**config.mk**
```make
export PLATFORM = sky130hd
export DESIGN_NAME = ibh_holdoff
export DESIGN_NICKNAME = d
export VERILOG_FILES = /design/src/logic/ibh_pkg.sv /design/src/logic/ibh_holdoff.sv /design/src/logic/ibh_sync.sv
export SDC_FILE = /design/constraint.sdc
export NUM_CORES = 1
export LEC_CHECK = 0
export BUFFER_PORTS_ARGS = -buffer_cell sky130_fd_sc_hd__buf_2
export CAP_MARGIN = 20
export CORE_UTILIZATION = 29
export CTS_CLUSTER_DIAMETER = 40
export CTS_CLUSTER_SIZE = 40
export DETAILED_ROUTE_END_ITERATION = 8
export GPL_ROUTABILITY_DRIVEN = 0
export REMOVE_ABC_BUFFERS = 1
export SLEW_MARGIN = 20
export SYNTH_ARGS = -nofsm -noshare
export SYNTH_HDL_FRONTEND = slang
export SYNTH_SLANG_ARGS = --single-unit
export TNS_END_PERCENT = 50
```
**constraint.sdc**
```tcl
create_clock -name CLK_I -period 1.6 [get_ports CLK_I]
set_clock_uncertainty 0.05 [all_clocks]
set_input_delay 0.16 -clock CLK_I [delete_from_list [all_inputs] [get_ports CLK_I]]
set_output_delay 0.16 -clock CLK_I [all_outputs]
set_load 0.02 [all_outputs]
```
**src/logic/ibh_pkg.sv**
```systemverilog
package ibh_pkg;
    // Bus message kinds decoded from the interface layer
    typedef struct packed {
        logic ifc;   // Interface clear
        logic dcl;   // Device or selected device clear
        logic get;   // Group execute trigger
        logic llo;   // Local lockout
        logic gtl;   // Go to local
        logic ren;   // Remote enable level
    } ibh_buscmd_type;

    // Command engine status toward the bus logic
    typedef struct packed {
        logic cmd_done;     // All commands of message finished
        logic cmd_error;    // Parser or command error
        logic acq_start;    // Message started acquisition
        logic query_done;   // Query processing complete
        logic query_seen;   // Message held a query
    } ibh_engine_type;

    // Hold-off sequencer states, Gray from ST_LISTEN to ST_TALK; ST_IDLE is never entered
    typedef enum logic [1:0] {
        ST_LISTEN = 2'b00,
        ST_HOLD   = 2'b01,
        ST_TALK   = 2'b11,
        ST_IDLE   = 2'b10
    } ibh_state_type;

    localparam logic NDAC_HOLD_RESET = 1'b0;
    localparam logic [1:0] SYNC_STAGES = 2'h2;
endpackage : ibh_pkg

```
**src/logic/ibh_holdoff.sv**
```systemverilog
module ibh_holdoff
    import ibh_pkg::*;
(
    input wire logic CLK_I,                  // 20 MHz clock
    input wire logic NRST_I,                 // Async reset, active low
    input wire logic TERM_RX_I,              // Terminator byte received (pin side)
    input wire logic TALK_ADDR_I,            // Addressed to talk (pin side)
    input wire logic BYTE_SENT_I,            // One response byte taken (pin side)
    input wire logic SPOLL_I,                // Serial poll in progress (pin side)
    input wire logic LOCAL_KEY_I,            // Front-panel local key (pin side)
    input wire ibh_buscmd_type BUSCMD_I,     // Bus commands (pin side)
    input wire logic NDAC_HOLD_EN_I,         // Data-accepted hold-off option
    input wire logic NDAC_HOLD_WR_I,         // Option write strobe
    input wire logic RQS_I,                  // Service request wanted
    input wire ibh_engine_type ENGINE_I,     // Command engine status
    output logic NRFD_HOLD_O,                // Hold not-ready-for-data
    output logic NDAC_HOLD_O,                // Hold not-data-accepted
    output logic NDAC_OPTION_O,              // Option state
    output logic MAV_O,                      // Message-available poll bit
    output logic SRQ_O,                      // Service request line drive
    output logic FORMAT_REQ_O,               // Start formatting response
    output logic AUTO_READ_O,                // Implied read query pulse
    output logic TRIGGER_O,                  // Trigger pulse to engine
    output logic PARSER_RESET_O,             // Reset parser, drop query
    output logic REMOTE_INDICATOR_O,         // Remote indicator
    output logic LISTENER_INDICATOR_O,       // Listen indicator, held off
    output logic TALK_INDICATOR_O,           // Talk indicator, held off
    output logic SRQ_INDICATOR_O,            // Service request indicator, held off
    output logic LOCKOUT_O                   // Local lockout state
);
    logic term_s, talk_s, sent_s, spoll_s, key_s;
    ibh_buscmd_type cmd_s;
    ibh_state_type state, next_state;
    logic talk_d, key_d, get_d;
    logic query_pending, formatted;
    logic clear_ev, talk_rise, remote;

    // Pin inputs through two flops
    ibh_sync #(.WIDTH(11)) u_sync (
        .clk_i(CLK_I),
        .nrst_i(NRST_I),
        .d_i({TERM_RX_I, TALK_ADDR_I, BYTE_SENT_I, SPOLL_I, LOCAL_KEY_I, BUSCMD_I}),
        .q_o({term_s, talk_s, sent_s, spoll_s, key_s, cmd_s})
    );

    assign clear_ev = cmd_s.ifc | cmd_s.dcl;
    assign talk_rise = talk_s & ~talk_d;

    // Edge history
    always_ff @(posedge CLK_I or negedge NRST_I) begin
        if (!NRST_I) begin
            talk_d <= 1'b0;
            key_d <= 1'b0;
            get_d <= 1'b0;
        end else begin
            talk_d <= talk_s;
            key_d <= key_s;
            get_d <= cmd_s.get;
        end
    end

    // Hold-off sequencer
    always_comb begin
        next_state = state;
        case (state)
            ST_LISTEN: begin
                if (term_s) begin
                    next_state = ST_HOLD;
                end
            end
            ST_HOLD: begin
                if (ENGINE_I.cmd_done | ENGINE_I.cmd_error | ENGINE_I.acq_start) begin
                    next_state = ST_TALK;
                end
            end
            ST_TALK: begin
                next_state = ST_LISTEN;
            end
            default: begin
                next_state = ST_LISTEN;
            end
        endcase
        if (clear_ev) begin
            next_state = ST_LISTEN;
        end
    end

    always_ff @(posedge CLK_I or negedge NRST_I) begin
        if (!NRST_I) begin
            state <= ST_LISTEN;
        end else begin
            state <= next_state;
        end
    end

    // Ready-for-data hold follows the sequencer, independent of option
    always_ff @(posedge CLK_I or negedge NRST_I) begin
        if (!NRST_I) begin
            NRFD_HOLD_O <= 1'b0;
        end else begin
            NRFD_HOLD_O <= (next_state == ST_HOLD);
        end
    end

    // Data-accepted hold-off option
    always_ff @(posedge CLK_I or negedge NRST_I) begin
        if (!NRST_I) begin
            NDAC_OPTION_O <= NDAC_HOLD_RESET;
        end else if (NDAC_HOLD_WR_I) begin
            NDAC_OPTION_O <= NDAC_HOLD_EN_I;
        end
    end

    // Data-accepted hold while command runs
    always_ff @(posedge CLK_I or negedge NRST_I) begin
        if (!NRST_I) begin
            NDAC_HOLD_O <= 1'b0;
        end else begin
            NDAC_HOLD_O <= NDAC_OPTION_O & (next_state == ST_HOLD);
        end
    end

    // Pending query tracking; set wins over clear
    always_ff @(posedge CLK_I or negedge NRST_I) begin
        if (!NRST_I) begin
            query_pending <= 1'b0;
        end else if (ENGINE_I.query_seen) begin
            query_pending <= 1'b1;
        end else if (clear_ev) begin
            query_pending <= 1'b0;
        end else if (sent_s & ~talk_s & formatted) begin
            query_pending <= 1'b0;
        end
    end

    // Message available at query completion
    always_ff @(posedge CLK_I or negedge NRST_I) begin
        if (!NRST_I) begin
            MAV_O <= 1'b0;
        end else if (ENGINE_I.query_done) begin
            MAV_O <= 1'b1;
        end else if (clear_ev | (formatted & talk_rise)) begin
            MAV_O <= 1'b0;
        end
    end

    // Formatting deferred to first talk; later talks continue
    always_ff @(posedge CLK_I or negedge NRST_I) begin
        if (!NRST_I) begin
            formatted <= 1'b0;
            FORMAT_REQ_O <= 1'b0;
        end else begin
            FORMAT_REQ_O <= talk_rise & query_pending & ~formatted & ~clear_ev;
            if (clear_ev | ENGINE_I.query_seen) begin
                formatted <= 1'b0;
            end else if (talk_rise & query_pending) begin
                formatted <= 1'b1;
            end
        end
    end

    // Implied read on talk with no query
    always_ff @(posedge CLK_I or negedge NRST_I) begin
        if (!NRST_I) begin
            AUTO_READ_O <= 1'b0;
        end else begin
            AUTO_READ_O <= talk_rise & ~query_pending & ~clear_ev;
        end
    end

    // Trigger pulse on get rising edge; parser reset follows the clear level
    always_ff @(posedge CLK_I or negedge NRST_I) begin
        if (!NRST_I) begin
            TRIGGER_O <= 1'b0;
            PARSER_RESET_O <= 1'b0;
        end else begin
            TRIGGER_O <= cmd_s.get & ~get_d;
            PARSER_RESET_O <= clear_ev;
        end
    end

    // Service request, dropped during poll
    always_ff @(posedge CLK_I or negedge NRST_I) begin
        if (!NRST_I) begin
            SRQ_O <= 1'b0;
        end else begin
            SRQ_O <= RQS_I & ~spoll_s;
        end
    end

    // Remote and lockout state
    assign remote = REMOTE_INDICATOR_O;
    always_ff @(posedge CLK_I or negedge NRST_I) begin
        if (!NRST_I) begin
            REMOTE_INDICATOR_O <= 1'b0;
            LOCKOUT_O <= 1'b0;
        end else begin
            if (!cmd_s.ren) begin
                LOCKOUT_O <= 1'b0;
            end else if (cmd_s.gtl) begin
                LOCKOUT_O <= 1'b0;
            end else if (cmd_s.llo) begin
                LOCKOUT_O <= 1'b1;
            end
            if (!cmd_s.ren) begin
                REMOTE_INDICATOR_O <= 1'b0;
            end else if (key_s & ~key_d & ~LOCKOUT_O) begin
                REMOTE_INDICATOR_O <= 1'b0;
            end else if (term_s | talk_rise) begin
                REMOTE_INDICATOR_O <= 1'b1;
            end else begin
                REMOTE_INDICATOR_O <= remote;
            end
        end
    end

    // Disabled indicators
    always_ff @(posedge CLK_I or negedge NRST_I) begin
        if (!NRST_I) begin
            LISTENER_INDICATOR_O <= 1'b0;
            TALK_INDICATOR_O <= 1'b0;
            SRQ_INDICATOR_O <= 1'b0;
        end else begin
            LISTENER_INDICATOR_O <= 1'b0;
            TALK_INDICATOR_O <= 1'b0;
            SRQ_INDICATOR_O <= 1'b0;
        end
    end

    // Checks
    a_hold_on_term: assert property (@(posedge CLK_I) disable iff (!NRST_I)
        (state == ST_LISTEN && term_s && !clear_ev) |=> NRFD_HOLD_O)
        else $error("hold not raised on terminator");
    a_hold_release: assert property (@(posedge CLK_I) disable iff (!NRST_I)
        (state == ST_HOLD && (ENGINE_I.cmd_done || ENGINE_I.cmd_error)) |=> !NRFD_HOLD_O)
        else $error("hold not released");
    a_acq_release: assert property (@(posedge CLK_I) disable iff (!NRST_I)
        (state == ST_HOLD && ENGINE_I.acq_start) |=> !NRFD_HOLD_O)
        else $error("acquisition did not release hold");
    a_ndac_gated: assert property (@(posedge CLK_I) disable iff (!NRST_I)
        NDAC_HOLD_O |-> ($past(NDAC_OPTION_O) && NRFD_HOLD_O))
        else $error("ndac hold without option");
    a_option_reset: assert property (@(posedge CLK_I)
        $rose(NRST_I) |-> !NDAC_OPTION_O)
        else $error("option not off after reset");
    a_auto_read: assert property (@(posedge CLK_I) disable iff (!NRST_I)
        (talk_rise && !query_pending && !clear_ev) |=> AUTO_READ_O ##1 !AUTO_READ_O)
        else $error("no implied read");
    a_mav_set: assert property (@(posedge CLK_I) disable iff (!NRST_I)
        ENGINE_I.query_done |=> MAV_O)
        else $error("mav not set");
    a_clear_release: assert property (@(posedge CLK_I) disable iff (!NRST_I)
        clear_ev |=> (!NRFD_HOLD_O && !NDAC_HOLD_O && PARSER_RESET_O))
        else $error("clear did not release");
    a_ind_off: assert property (@(posedge CLK_I) disable iff (!NRST_I)
        $past(NRST_I) |-> !(LISTENER_INDICATOR_O || TALK_INDICATOR_O))
        else $error("indicator driven");
    a_gtl_lockout: assert property (@(posedge CLK_I) disable iff (!NRST_I)
        cmd_s.gtl |=> !LOCKOUT_O)
        else $error("gtl kept lockout");
    c_hold: cover property (@(posedge CLK_I) disable iff (!NRST_I)
        NRFD_HOLD_O ##[1:20] !NRFD_HOLD_O);
    c_ndac: cover property (@(posedge CLK_I) disable iff (!NRST_I) NDAC_HOLD_O);
    c_auto: cover property (@(posedge CLK_I) disable iff (!NRST_I) AUTO_READ_O);
    c_fmt: cover property (@(posedge CLK_I) disable iff (!NRST_I) FORMAT_REQ_O);
endmodule : ibh_holdoff

```
**src/logic/ibh_sync.sv**
```systemverilog
// Two-stage synchroniser for asynchronous pin levels
module ibh_sync #(
    parameter int WIDTH = 1
) (
    input wire logic clk_i,              // Clock
    input wire logic nrst_i,             // Async reset, active low
    input wire logic [WIDTH-1:0] d_i,    // Async level
    output logic [WIDTH-1:0] q_o         // Synchronised level
);
    logic [WIDTH-1:0] meta;

    // Only the second stage reads the first
    always_ff @(posedge clk_i or negedge nrst_i) begin
        if (!nrst_i) begin
            meta <= '0;
            q_o <= '0;
        end else begin
            meta <= d_i;
            q_o <= meta;
        end
    end
endmodule : ibh_sync

```
==> impl_metrics.env, run 1 <==
export IMPL_drt_total_wl_mm=1.87
export IMPL_synth_common_cells="dfrtp_1, nor2_1"
export IMPL_final_net_count=146
export IMPL_dr_max_layer_used="met4"
export IMPL_avgSynthCellArea_um2=16.7
export IMPL_sequentialPowerShare=0.566
export IMPL_irDropWorstVdd_mv=0.742
export IMPL_drive_gt1_frac=0.365
export IMPL_fp_dieH_um=67.4
export IMPL_min_path_type="input port to flop"
export IMPL_fmax_mhz=762
export IMPL_synth_top_area_frac=0.808
export IMPL_rows=23
export IMPL_grt_pass1_wl_mm=3.08
export IMPL_synth_cells=74
export IMPL_cts_tree="done"
export IMPL_initial_core_util=0.305
export IMPL_endpoint="NDAC_HOLD_O"
export IMPL_cp_start_kind="flop"
export IMPL_io_pins=35
export IMPL_wl_met3_um=149
export IMPL_r2r_setup_slack_ns=0.29
export IMPL_postCtsSetupBuffers=0
export IMPL_first_pass_iters=4
export IMPL_r2r_start="state[0]"
export IMPL_wl_per_cell_um=10.6
export IMPL_hold_viol=0
export IMPL_yosysMostFrequentCell="dfrtp_1"
export IMPL_drv_cap=0
export IMPL_overflow=0
export IMPL_required_ns=1.74
export IMPL_synth_seq_area_share=0.808
export IMPL_power_mw=1.91
export IMPL_arrival_ns=1.45
export IMPL_yosysTopAreaCell="dfrtp_1"
export IMPL_critPathKind="flop to flop"
export IMPL_antenna_cells=0
export IMPL_p_leak_nw=0.796
export IMPL_dr_wl_met2_um=913
export IMPL_viasPerCell=4.08
export IMPL_antenna_found_initial=0
export IMPL_p_comb_frac=0.074
export IMPL_setup_ws_ns=0.288
export IMPL_crit_fanout=4
export IMPL_grt_pass1_vias=750
export IMPL_hold_path_depth=2
export IMPL_power_frac_clock=0.360
export IMPL_root_buffer="clkbuf_8"
export IMPL_drc=0
export IMPL_syn2layout_area_growth_pct=35.3
export IMPL_dieArea_um2=4540
export IMPL_cts_made_buffers=5
export IMPL_p_per_area_nw_per_um2=1140
export IMPL_yosys_warnings=0
export IMPL_cp_startpoint="state[0]"
export IMPL_coreArea_um2=4060
export IMPL_drt_iter0_markers=20
export IMPL_ys_types=21
export IMPL_tns_ns=0
export IMPL_r2r_end="NDAC_HOLD_O"
export IMPL_fin_crit_ns=1.31
export IMPL_synth_seq_cells=40
export IMPL_cts_sinks=40
export IMPL_p_switching_mw=0.430
export IMPL_async_flop_share=1.00
export IMPL_pre_cts_ws_ns=0.306
export IMPL_setup_viol=0
export IMPL_hpwlAfterDp_mm=1.30
export IMPL_syn_area_um2=1240
export IMPL_rsz0062_at_grt="false"
export IMPL_clk_latency_ns=0.29
export IMPL_synth_area_leaders="dfrtp_1, a2111oi_4, buf_4"
export IMPL_postRouteAntennaNets=0
export IMPL_p_sw_frac=0.225
export IMPL_status="complete, no violations"
export IMPL_clk_pin_slew_ns=0.08
export IMPL_maxSlewViolCount=0
export IMPL_p_int_mw=1.48
export IMPL_portBuffers=31
export IMPL_htree_levels=2
export IMPL_vias=718
export IMPL_rr_worst_depth=2
export IMPL_grt_start_max_net_pins=23
export IMPL_synth_edf_count=0
export IMPL_track_usage=0.0966
export IMPL_synth_ff_type="dfrtp_1"
export IMPL_crit_path_end_kind="flop"
export IMPL_wl_met1_um=764
export IMPL_fin_crit_sh=0.820
export IMPL_cts_path_max_buffers=2
export IMPL_die_w_um=67.4
==> routing by layer <==
metal / vias up / track usage
li1: 342 / -
met1: 342 / 0.101
met2: 29 / 0.159
met3: 5 / 0.0490
met4: 0 / 0.0479
met5: - / 0
==> through the flow <==
step,utilization,instances,cell area [um^2],hold slack (ns)
after floorplan,-,73,1220,-0.186
after global placement,0.357,155,1450,0.0798
after detailed placement,0.357,155,1450,0.0916
after CTS,0.413,176,1680,0.00625
after global routing,0.413,176,1680,0.0113
final,0.413,176,1680,0.0130
==> registers in the layout, summed over array words and instances (netlist names) <==
signal / count
u_sync.meta: 11
u_sync.q_o: 11
state: 2
AUTO_READ_O: 1
FORMAT_REQ_O: 1
LOCKOUT_O: 1
MAV_O: 1
NDAC_HOLD_O: 1
NDAC_OPTION_O: 1
NRFD_HOLD_O: 1
PARSER_RESET_O: 1
REMOTE_INDICATOR_O: 1
SRQ_O: 1
TRIGGER_O: 1
formatted: 1
get_d: 1
key_d: 1
query_pending: 1
talk_d: 1
==> power by group through the flow <==
stage | clock (mW) | combinational [mW] | sequential (mW)
6_report | 0.686 | 0.140 | 1.08
5_1_grt | 0.765 | 0.155 | 1.09
4_1_cts | 0.713 | 0.143 | 1.08
3_5_place_dp | 0 | 0.119 | 1.10
3_3_place_gp | 0 | 0.116 | 1.10
2_1_floorplan | 0 | 0.0353 | 1.11
==> logic make-up (layout without fill, tap and decap cells) <==
logic type | count (synthesis) | after routing | share of synthesized area
AO/OA/AOI/OAI | 9 | 9 | 0.0748
buffers and inverters | 7 | 57 | 0.0303
flip-flops | 40 | 40 | 0.808
other | 1 | 3 | 0.00303
AND/OR/NAND/NOR | 17 | 17 | 0.0838
==> what timing repair did <==
item / CTS / global route
gates resized for setup: 0 / 0
endpoints found under the hold margin: 33 / 0
hold buffers: 13 / 0
==> how the worst min path moves through the flow <==
stage	from	to	slack, ns
after floorplan	NRST_I	AUTO_READ_O	-0.19
after global placement	NRST_I	u_sync.meta[6]	0.08
after detailed placement	NRST_I	u_sync.meta[1]	0.09
after CTS	ENGINE_I[1]	MAV_O	0.006
after global routing	ENGINE_I[1]	MAV_O	0.01
final	ENGINE_I[1]	MAV_O	0.01
==> cells in the final DEF, fill, tap and decap left out, types with 2 or more instances in the layout <==
cell / synthesis / layout
nor3_1: 3 / 3
nand3b_1: 3 / 3
dlygate4sd3_1: 0 / 13
inv_1: 3 / 3
nor2_1: 4 / 4
conb_1: 1 / 3
a31o_2: 2 / 2
nand2b_1: 2 / 2
nor2b_1: 2 / 2
buf_2: 0 / 31
dfrtp_1: 40 / 40
clkbuf_8: 0 / 6
==> layout make-up <==
class | count | area (um^2)
sequential | 40 | 1000
multi-input combinational | 29 | 208
fill | 382 | 2380
timing repair buffer | 45 | 293
inverter | 4 | 15.0
tap | 50 | 62.6
clock inverter | 2 | 13.8
clock buffer | 6 | 82.6
==> worst max-delay path, stage by stage, from the launching register on <==
cell and delay (ns):
dfrtp_1 0.38, or4b_4 0.49, a2111oi_4 0.29
No activity file was read; power rests on OpenSTA's default activity.
==> run 2: changes to the inputs <==
Clock period 1.6 ns to 1.1 ns, I/O delays scaled along.
==> impl_metrics.env, run 2 (synthesis results as in run 1) <==
export IMPL_status="complete, but fails checks"
export IMPL_violations="negative setup slack"
export IMPL_arrival_ns=1.41
export IMPL_p_per_area_nw_per_um2=1550
export IMPL_fin_crit_sh=1.16
export IMPL_required_ns=1.24
export IMPL_antenna_cells=0
export IMPL_pre_cts_ws_ns=-0.162
export IMPL_crit_fanout=2
export IMPL_rsz0062_at_grt="true"
export IMPL_overflow=0
export IMPL_crit_path_end_kind="flop"
export IMPL_io_pins=35
export IMPL_root_buffer="clkbuf_8"
export IMPL_viasPerCell=4.09
export IMPL_fp_dieH_um=67.4
export IMPL_hold_ws_ns=0.00354
export IMPL_antenna_found_initial=0
export IMPL_grt_start_max_net_pins=41
export IMPL_htree_levels=2
export IMPL_final_net_count=151
export IMPL_final_common_cell="dfrtp_1"
export IMPL_largestRegisters="u_sync.meta: 11 flops, u_sync.q_o: 11 flops, state: 2 flops"
export IMPL_rr_worst_depth=2
export IMPL_hp_start="RQS_I"
export IMPL_portBuffers=31
export IMPL_cp_start_kind="flop"
export IMPL_drt_iter0_markers=22
export IMPL_initial_core_util=0.305
export IMPL_wl_per_cell_um=10.8
export IMPL_rows=23
export IMPL_postRouteAntennaNets=0
export IMPL_multi_input_area_um2=219
export IMPL_r2r_end="NDAC_HOLD_O"
export IMPL_final_cell_mix="dfrtp_1, buf_2, dlygate4sd3_1"
export IMPL_drive_gt1_frac=0.369
export IMPL_setup_viol=1
export IMPL_fin_crit_ns=1.28
export IMPL_dieArea_um2=4540
export IMPL_post_route_util=0.425
export IMPL_first_pass_iters=4
export IMPL_min_path_type="input port to flop"
export IMPL_nFillCells=378
export IMPL_critPathKind="flop to flop"
export IMPL_track_usage=0.104
export IMPL_hold_path_depth=2
export IMPL_maxSlewViolCount=0
export IMPL_grt_pass1_vias=760
export IMPL_hpwlAfterDp_mm=1.25
export IMPL_p_leak_nw=0.817
export IMPL_syn2layout_area_growth_pct=39.3
export IMPL_setup_ws_ns=-0.176
export IMPL_cts_made_buffers=5
export IMPL_drt_total_wl_mm=1.94
export IMPL_hold_viol=0
export IMPL_regArea_um2=1000
export IMPL_grt_pass1_wl_mm=3.19
export IMPL_cts_sinks=40
export IMPL_coreArea_um2=4060
export IMPL_clk_pin_slew_ns=0.07
export IMPL_vias=736
export IMPL_fmax_mhz=784
export IMPL_clk_latency_ns=0.29
export IMPL_postCtsSetupBuffers=0
export IMPL_r2r_start="state[0]"
export IMPL_drc=0
export IMPL_r2r_setup_slack_ns=-0.18
export IMPL_min_to="SRQ_O"
export IMPL_cts_tree="done"
export IMPL_drv_cap=0
export IMPL_irDropWorstVdd_mv=1.05
export IMPL_cts_path_max_buffers=2
export IMPL_die_w_um=67.4
run 2: timing repair:
item | CTS | global route
endpoints found under the hold margin | 55 | 0
resized for setup | 1 | 1
endpoints found under the setup margin | 2 | 3
hold buffers | 16 | 0
run 2: layout make-up:
type | instances | share of cell area
flip-flops and latches | 40 | 0.580
repair buffers | 50 | 0.203
multi-input cells | 29 | 0.127
clock buffers | 6 | 0.0421
well taps | 50 | 0.0363
inverters | 4 | 0.00870
clock inverters | 1 | 0.00290
run 2: report_power, final:
part           switching [mW]  internal (mW)
Clock                   0.446          0.430
Combinational           0.115          0.112
Sequential             0.0292           1.54
run 2: critical path, cell delays in order (launching register included):
cell and delay [ns]:
dfrtp_1 0.35, or4b_4 0.48, a2111oi_4 0.29
run 2: metal layers:
layer | global-route usage | up-vias | wire length [um]
met4 | 0.0559 | 0 | 38
met2 | 0.181 | 28 | 985
li1 | - | 353 | -
met3 | 0.0507 | 4 | 143
met5 | 0 | - | 0
met1 | 0.0987 | 351 | 775
run 2: worst max path at each step:
stage / start / endpoint / slack [ns] / cells after the start
CTS: state[0] / NDAC_HOLD_O / -0.19 / 2
floorplan: state[0] / NDAC_HOLD_O / -0.15 / 2
global placement: state[0] / NDAC_HOLD_O / -0.13 / 2
detailed placement: state[0] / NDAC_HOLD_O / -0.16 / 2
finish: state[0] / NDAC_HOLD_O / -0.18 / 2
global route: state[0] / NDAC_HOLD_O / -0.24 / 2
run 2: metrics by stage:
| stage | cell area, um^2 | power [mW] | setup TNS (ns) | std cells |
|---|---|---|---|---|
| 2_1_floorplan | 1220 | 1.67 | -0.151 | 73 |
| 6_report | 1730 | 2.67 | -0.176 | 180 |
| 3_3_place_gp | 1480 | 1.78 | -0.131 | 157 |
| 3_5_place_dp | 1480 | 1.78 | -0.170 | 157 |
| 5_1_grt | 1730 | 2.81 | -0.271 | 180 |
| 4_1_cts | 1720 | 2.71 | -0.198 | 180 |
==> run 3: changes to the inputs <==
Settings changed: CORE_UTILIZATION 29 to 40, PLACE_DENSITY set to 0.66.
Clock period 1.1 ns to 1.04 ns, I/O delays scaled along.
==> impl_metrics.env, run 3 (synthesis results as in run 1) <==
export IMPL_status="complete, but fails checks"
export IMPL_violations="design-rule violations, negative setup slack"
export IMPL_maxSlewViolCount=0
export IMPL_sequentialPowerShare=0.612
export IMPL_antenna_found_initial=0
export IMPL_critPathKind="flop to flop"
export IMPL_regArea_um2=1000
export IMPL_placed_cell_area_um2=1460
export IMPL_cts_made_buffers=5
export IMPL_grt_pass1_vias=798
export IMPL_arrival_ns=1.48
export IMPL_hold_path_depth=3
export IMPL_vias=798
export IMPL_drive_gt1_frac=0.421
export IMPL_rows=19
export IMPL_die_w_um=57.7
export IMPL_instances_no_fill=171
export IMPL_p_leak_nw=0.867
export IMPL_portBuffers=31
export IMPL_clk_pin_slew_ns=0.12
export IMPL_min_to="NRFD_HOLD_O"
export IMPL_irDropWorstVdd_mv=1.17
export IMPL_dpl_cell_count=139
export IMPL_cts_sinks=40
export IMPL_final_common_cell="dfrtp_1"
export IMPL_hp_start="ENGINE_I[2]"
export IMPL_cts_tree="done"
export IMPL_final_net_count=160
export IMPL_setup_viol=7
export IMPL_drc=4
export IMPL_final_area_um2=1810
export IMPL_drt_total_wl_mm=2.17
export IMPL_p_sw_frac=0.248
export IMPL_r2r_start="state[0]"
export IMPL_cp_start_kind="flop"
export IMPL_coreArea_um2=2850
export IMPL_r2r_setup_slack_ns=-0.24
export IMPL_power_frac_clock=0.280
export IMPL_overflow=0
export IMPL_largestRegisters="u_sync.meta: 11 flops, u_sync.q_o: 11 flops, state: 2 flops"
export IMPL_p_comb_frac=0.108
export IMPL_syn2layout_area_growth_pct=46.5
export IMPL_min_path_type="input port to flop"
export IMPL_drt_iter0_markers=27
export IMPL_initial_core_util=0.434
export IMPL_setup_ws_ns=-0.242
export IMPL_grt_start_max_net_pins=41
export IMPL_wl_per_cell_um=12.7
export IMPL_cts_path_max_buffers=2
export IMPL_final_cell_mix="dfrtp_1, buf_2, dlygate4sd3_1"
export IMPL_fin_crit_ns=1.28
export IMPL_io_pins=35
export IMPL_r2r_end="NDAC_HOLD_O"
export IMPL_nFillCells=210
export IMPL_p_int_mw=2.05
export IMPL_grt_pass1_wl_mm=3.43
export IMPL_fmax_mhz=780
export IMPL_antenna_cells=0
export IMPL_p_switching_mw=0.675
export IMPL_crit_path_end_kind="flop"
export IMPL_htree_levels=2
export IMPL_rr_worst_depth=2
export IMPL_hpwlAfterDp_mm=1.27
export IMPL_p_per_area_nw_per_um2=1500
export IMPL_multi_input_area_um2=244
export IMPL_hold_viol=0
export IMPL_track_usage=0.147
export IMPL_viasPerCell=4.67
export IMPL_dieArea_um2=3320
export IMPL_required_ns=1.24
export IMPL_crit_fanout=2
export IMPL_root_buffer="clkbuf_4"
export IMPL_clk_latency_ns=0.34
export IMPL_fin_crit_sh=1.23
export IMPL_hold_ws_ns=0.00624
export IMPL_fp_dieH_um=57.7
export IMPL_first_pass_iters=6
export IMPL_rsz0062_at_grt="true"
export IMPL_drv_cap=0
export IMPL_postRouteAntennaNets=0
export IMPL_pre_cts_ws_ns=-0.227
[run 3: area by class of cell]
class | count | area share
Clock buffer | 5 | 0.0207
Clock inverter | 3 | 0.0103
Inverter | 4 | 0.00828
Multi-Input combinational cell | 29 | 0.134
Sequential cell | 40 | 0.552
Tap cell | 31 | 0.0214
Timing Repair Buffer | 59 | 0.253
[run 3: worst max-delay path by stage]
stage | from | to | slack (ns) | cells past startpoint
after global routing | state[0] | NDAC_HOLD_O | -0.28 | 2
after floorplan | state[0] | NDAC_HOLD_O | -0.21 | 2
after global placement | state[0] | NDAC_HOLD_O | -0.18 | 2
final | state[0] | NDAC_HOLD_O | -0.24 | 2
after CTS | state[0] | NDAC_HOLD_O | -0.25 | 2
after detailed placement | state[0] | NDAC_HOLD_O | -0.23 | 2
[run 3: power by group through the flow]
| stage | combinational [mW] | sequential, mW | clock, mW |
|---|---|---|---|
| final | 0.296 | 1.67 | 0.763 |
| after global placement | 0.190 | 1.69 | 0 |
| after detailed placement | 0.197 | 1.69 | 0 |
| after floorplan | 0.0543 | 1.71 | 0 |
| after global routing | 0.319 | 1.68 | 0.874 |
| after CTS | 0.271 | 1.66 | 0.790 |
[run 3: metrics by stage]
step | utilization | TNS [ns] | power [mW]
finish | 0.636 | -0.371 | 2.73
global route | 0.636 | -0.975 | 2.87
CTS | 0.618 | -0.478 | 2.72
detailed placement | 0.512 | -0.326 | 1.89
global placement | 0.512 | -0.263 | 1.88
floorplan | - | -0.241 | 1.77
[run 3: critical path, cell delays in order, from the launching register on]
cell	delay (ns)
dfrtp_1	0.36
or4b_4	0.48
a2111oi_4	0.30
[run 3: layer usage]
layer / vias to the layer above / part of all wire / GRT usage / routed length [um]
met4: 0 / 0.020 / 0.0918 / 44
li1: 372 / - / - / -
met1: 388 / 0.39 / 0.148 / 843
met2: 33 / 0.52 / 0.257 / 1130
met3: 5 / 0.069 / 0.0536 / 149
met5: - / 0 / 0 / 0
[run 3: repair_timing]
item,4_1_cts,5_1_grt
hold buffers,20,0
endpoints found under the hold margin,57,0
setup buffers,1,3
pin swaps,1,4
resized for setup,9,8
setup endpoints to repair,12,17
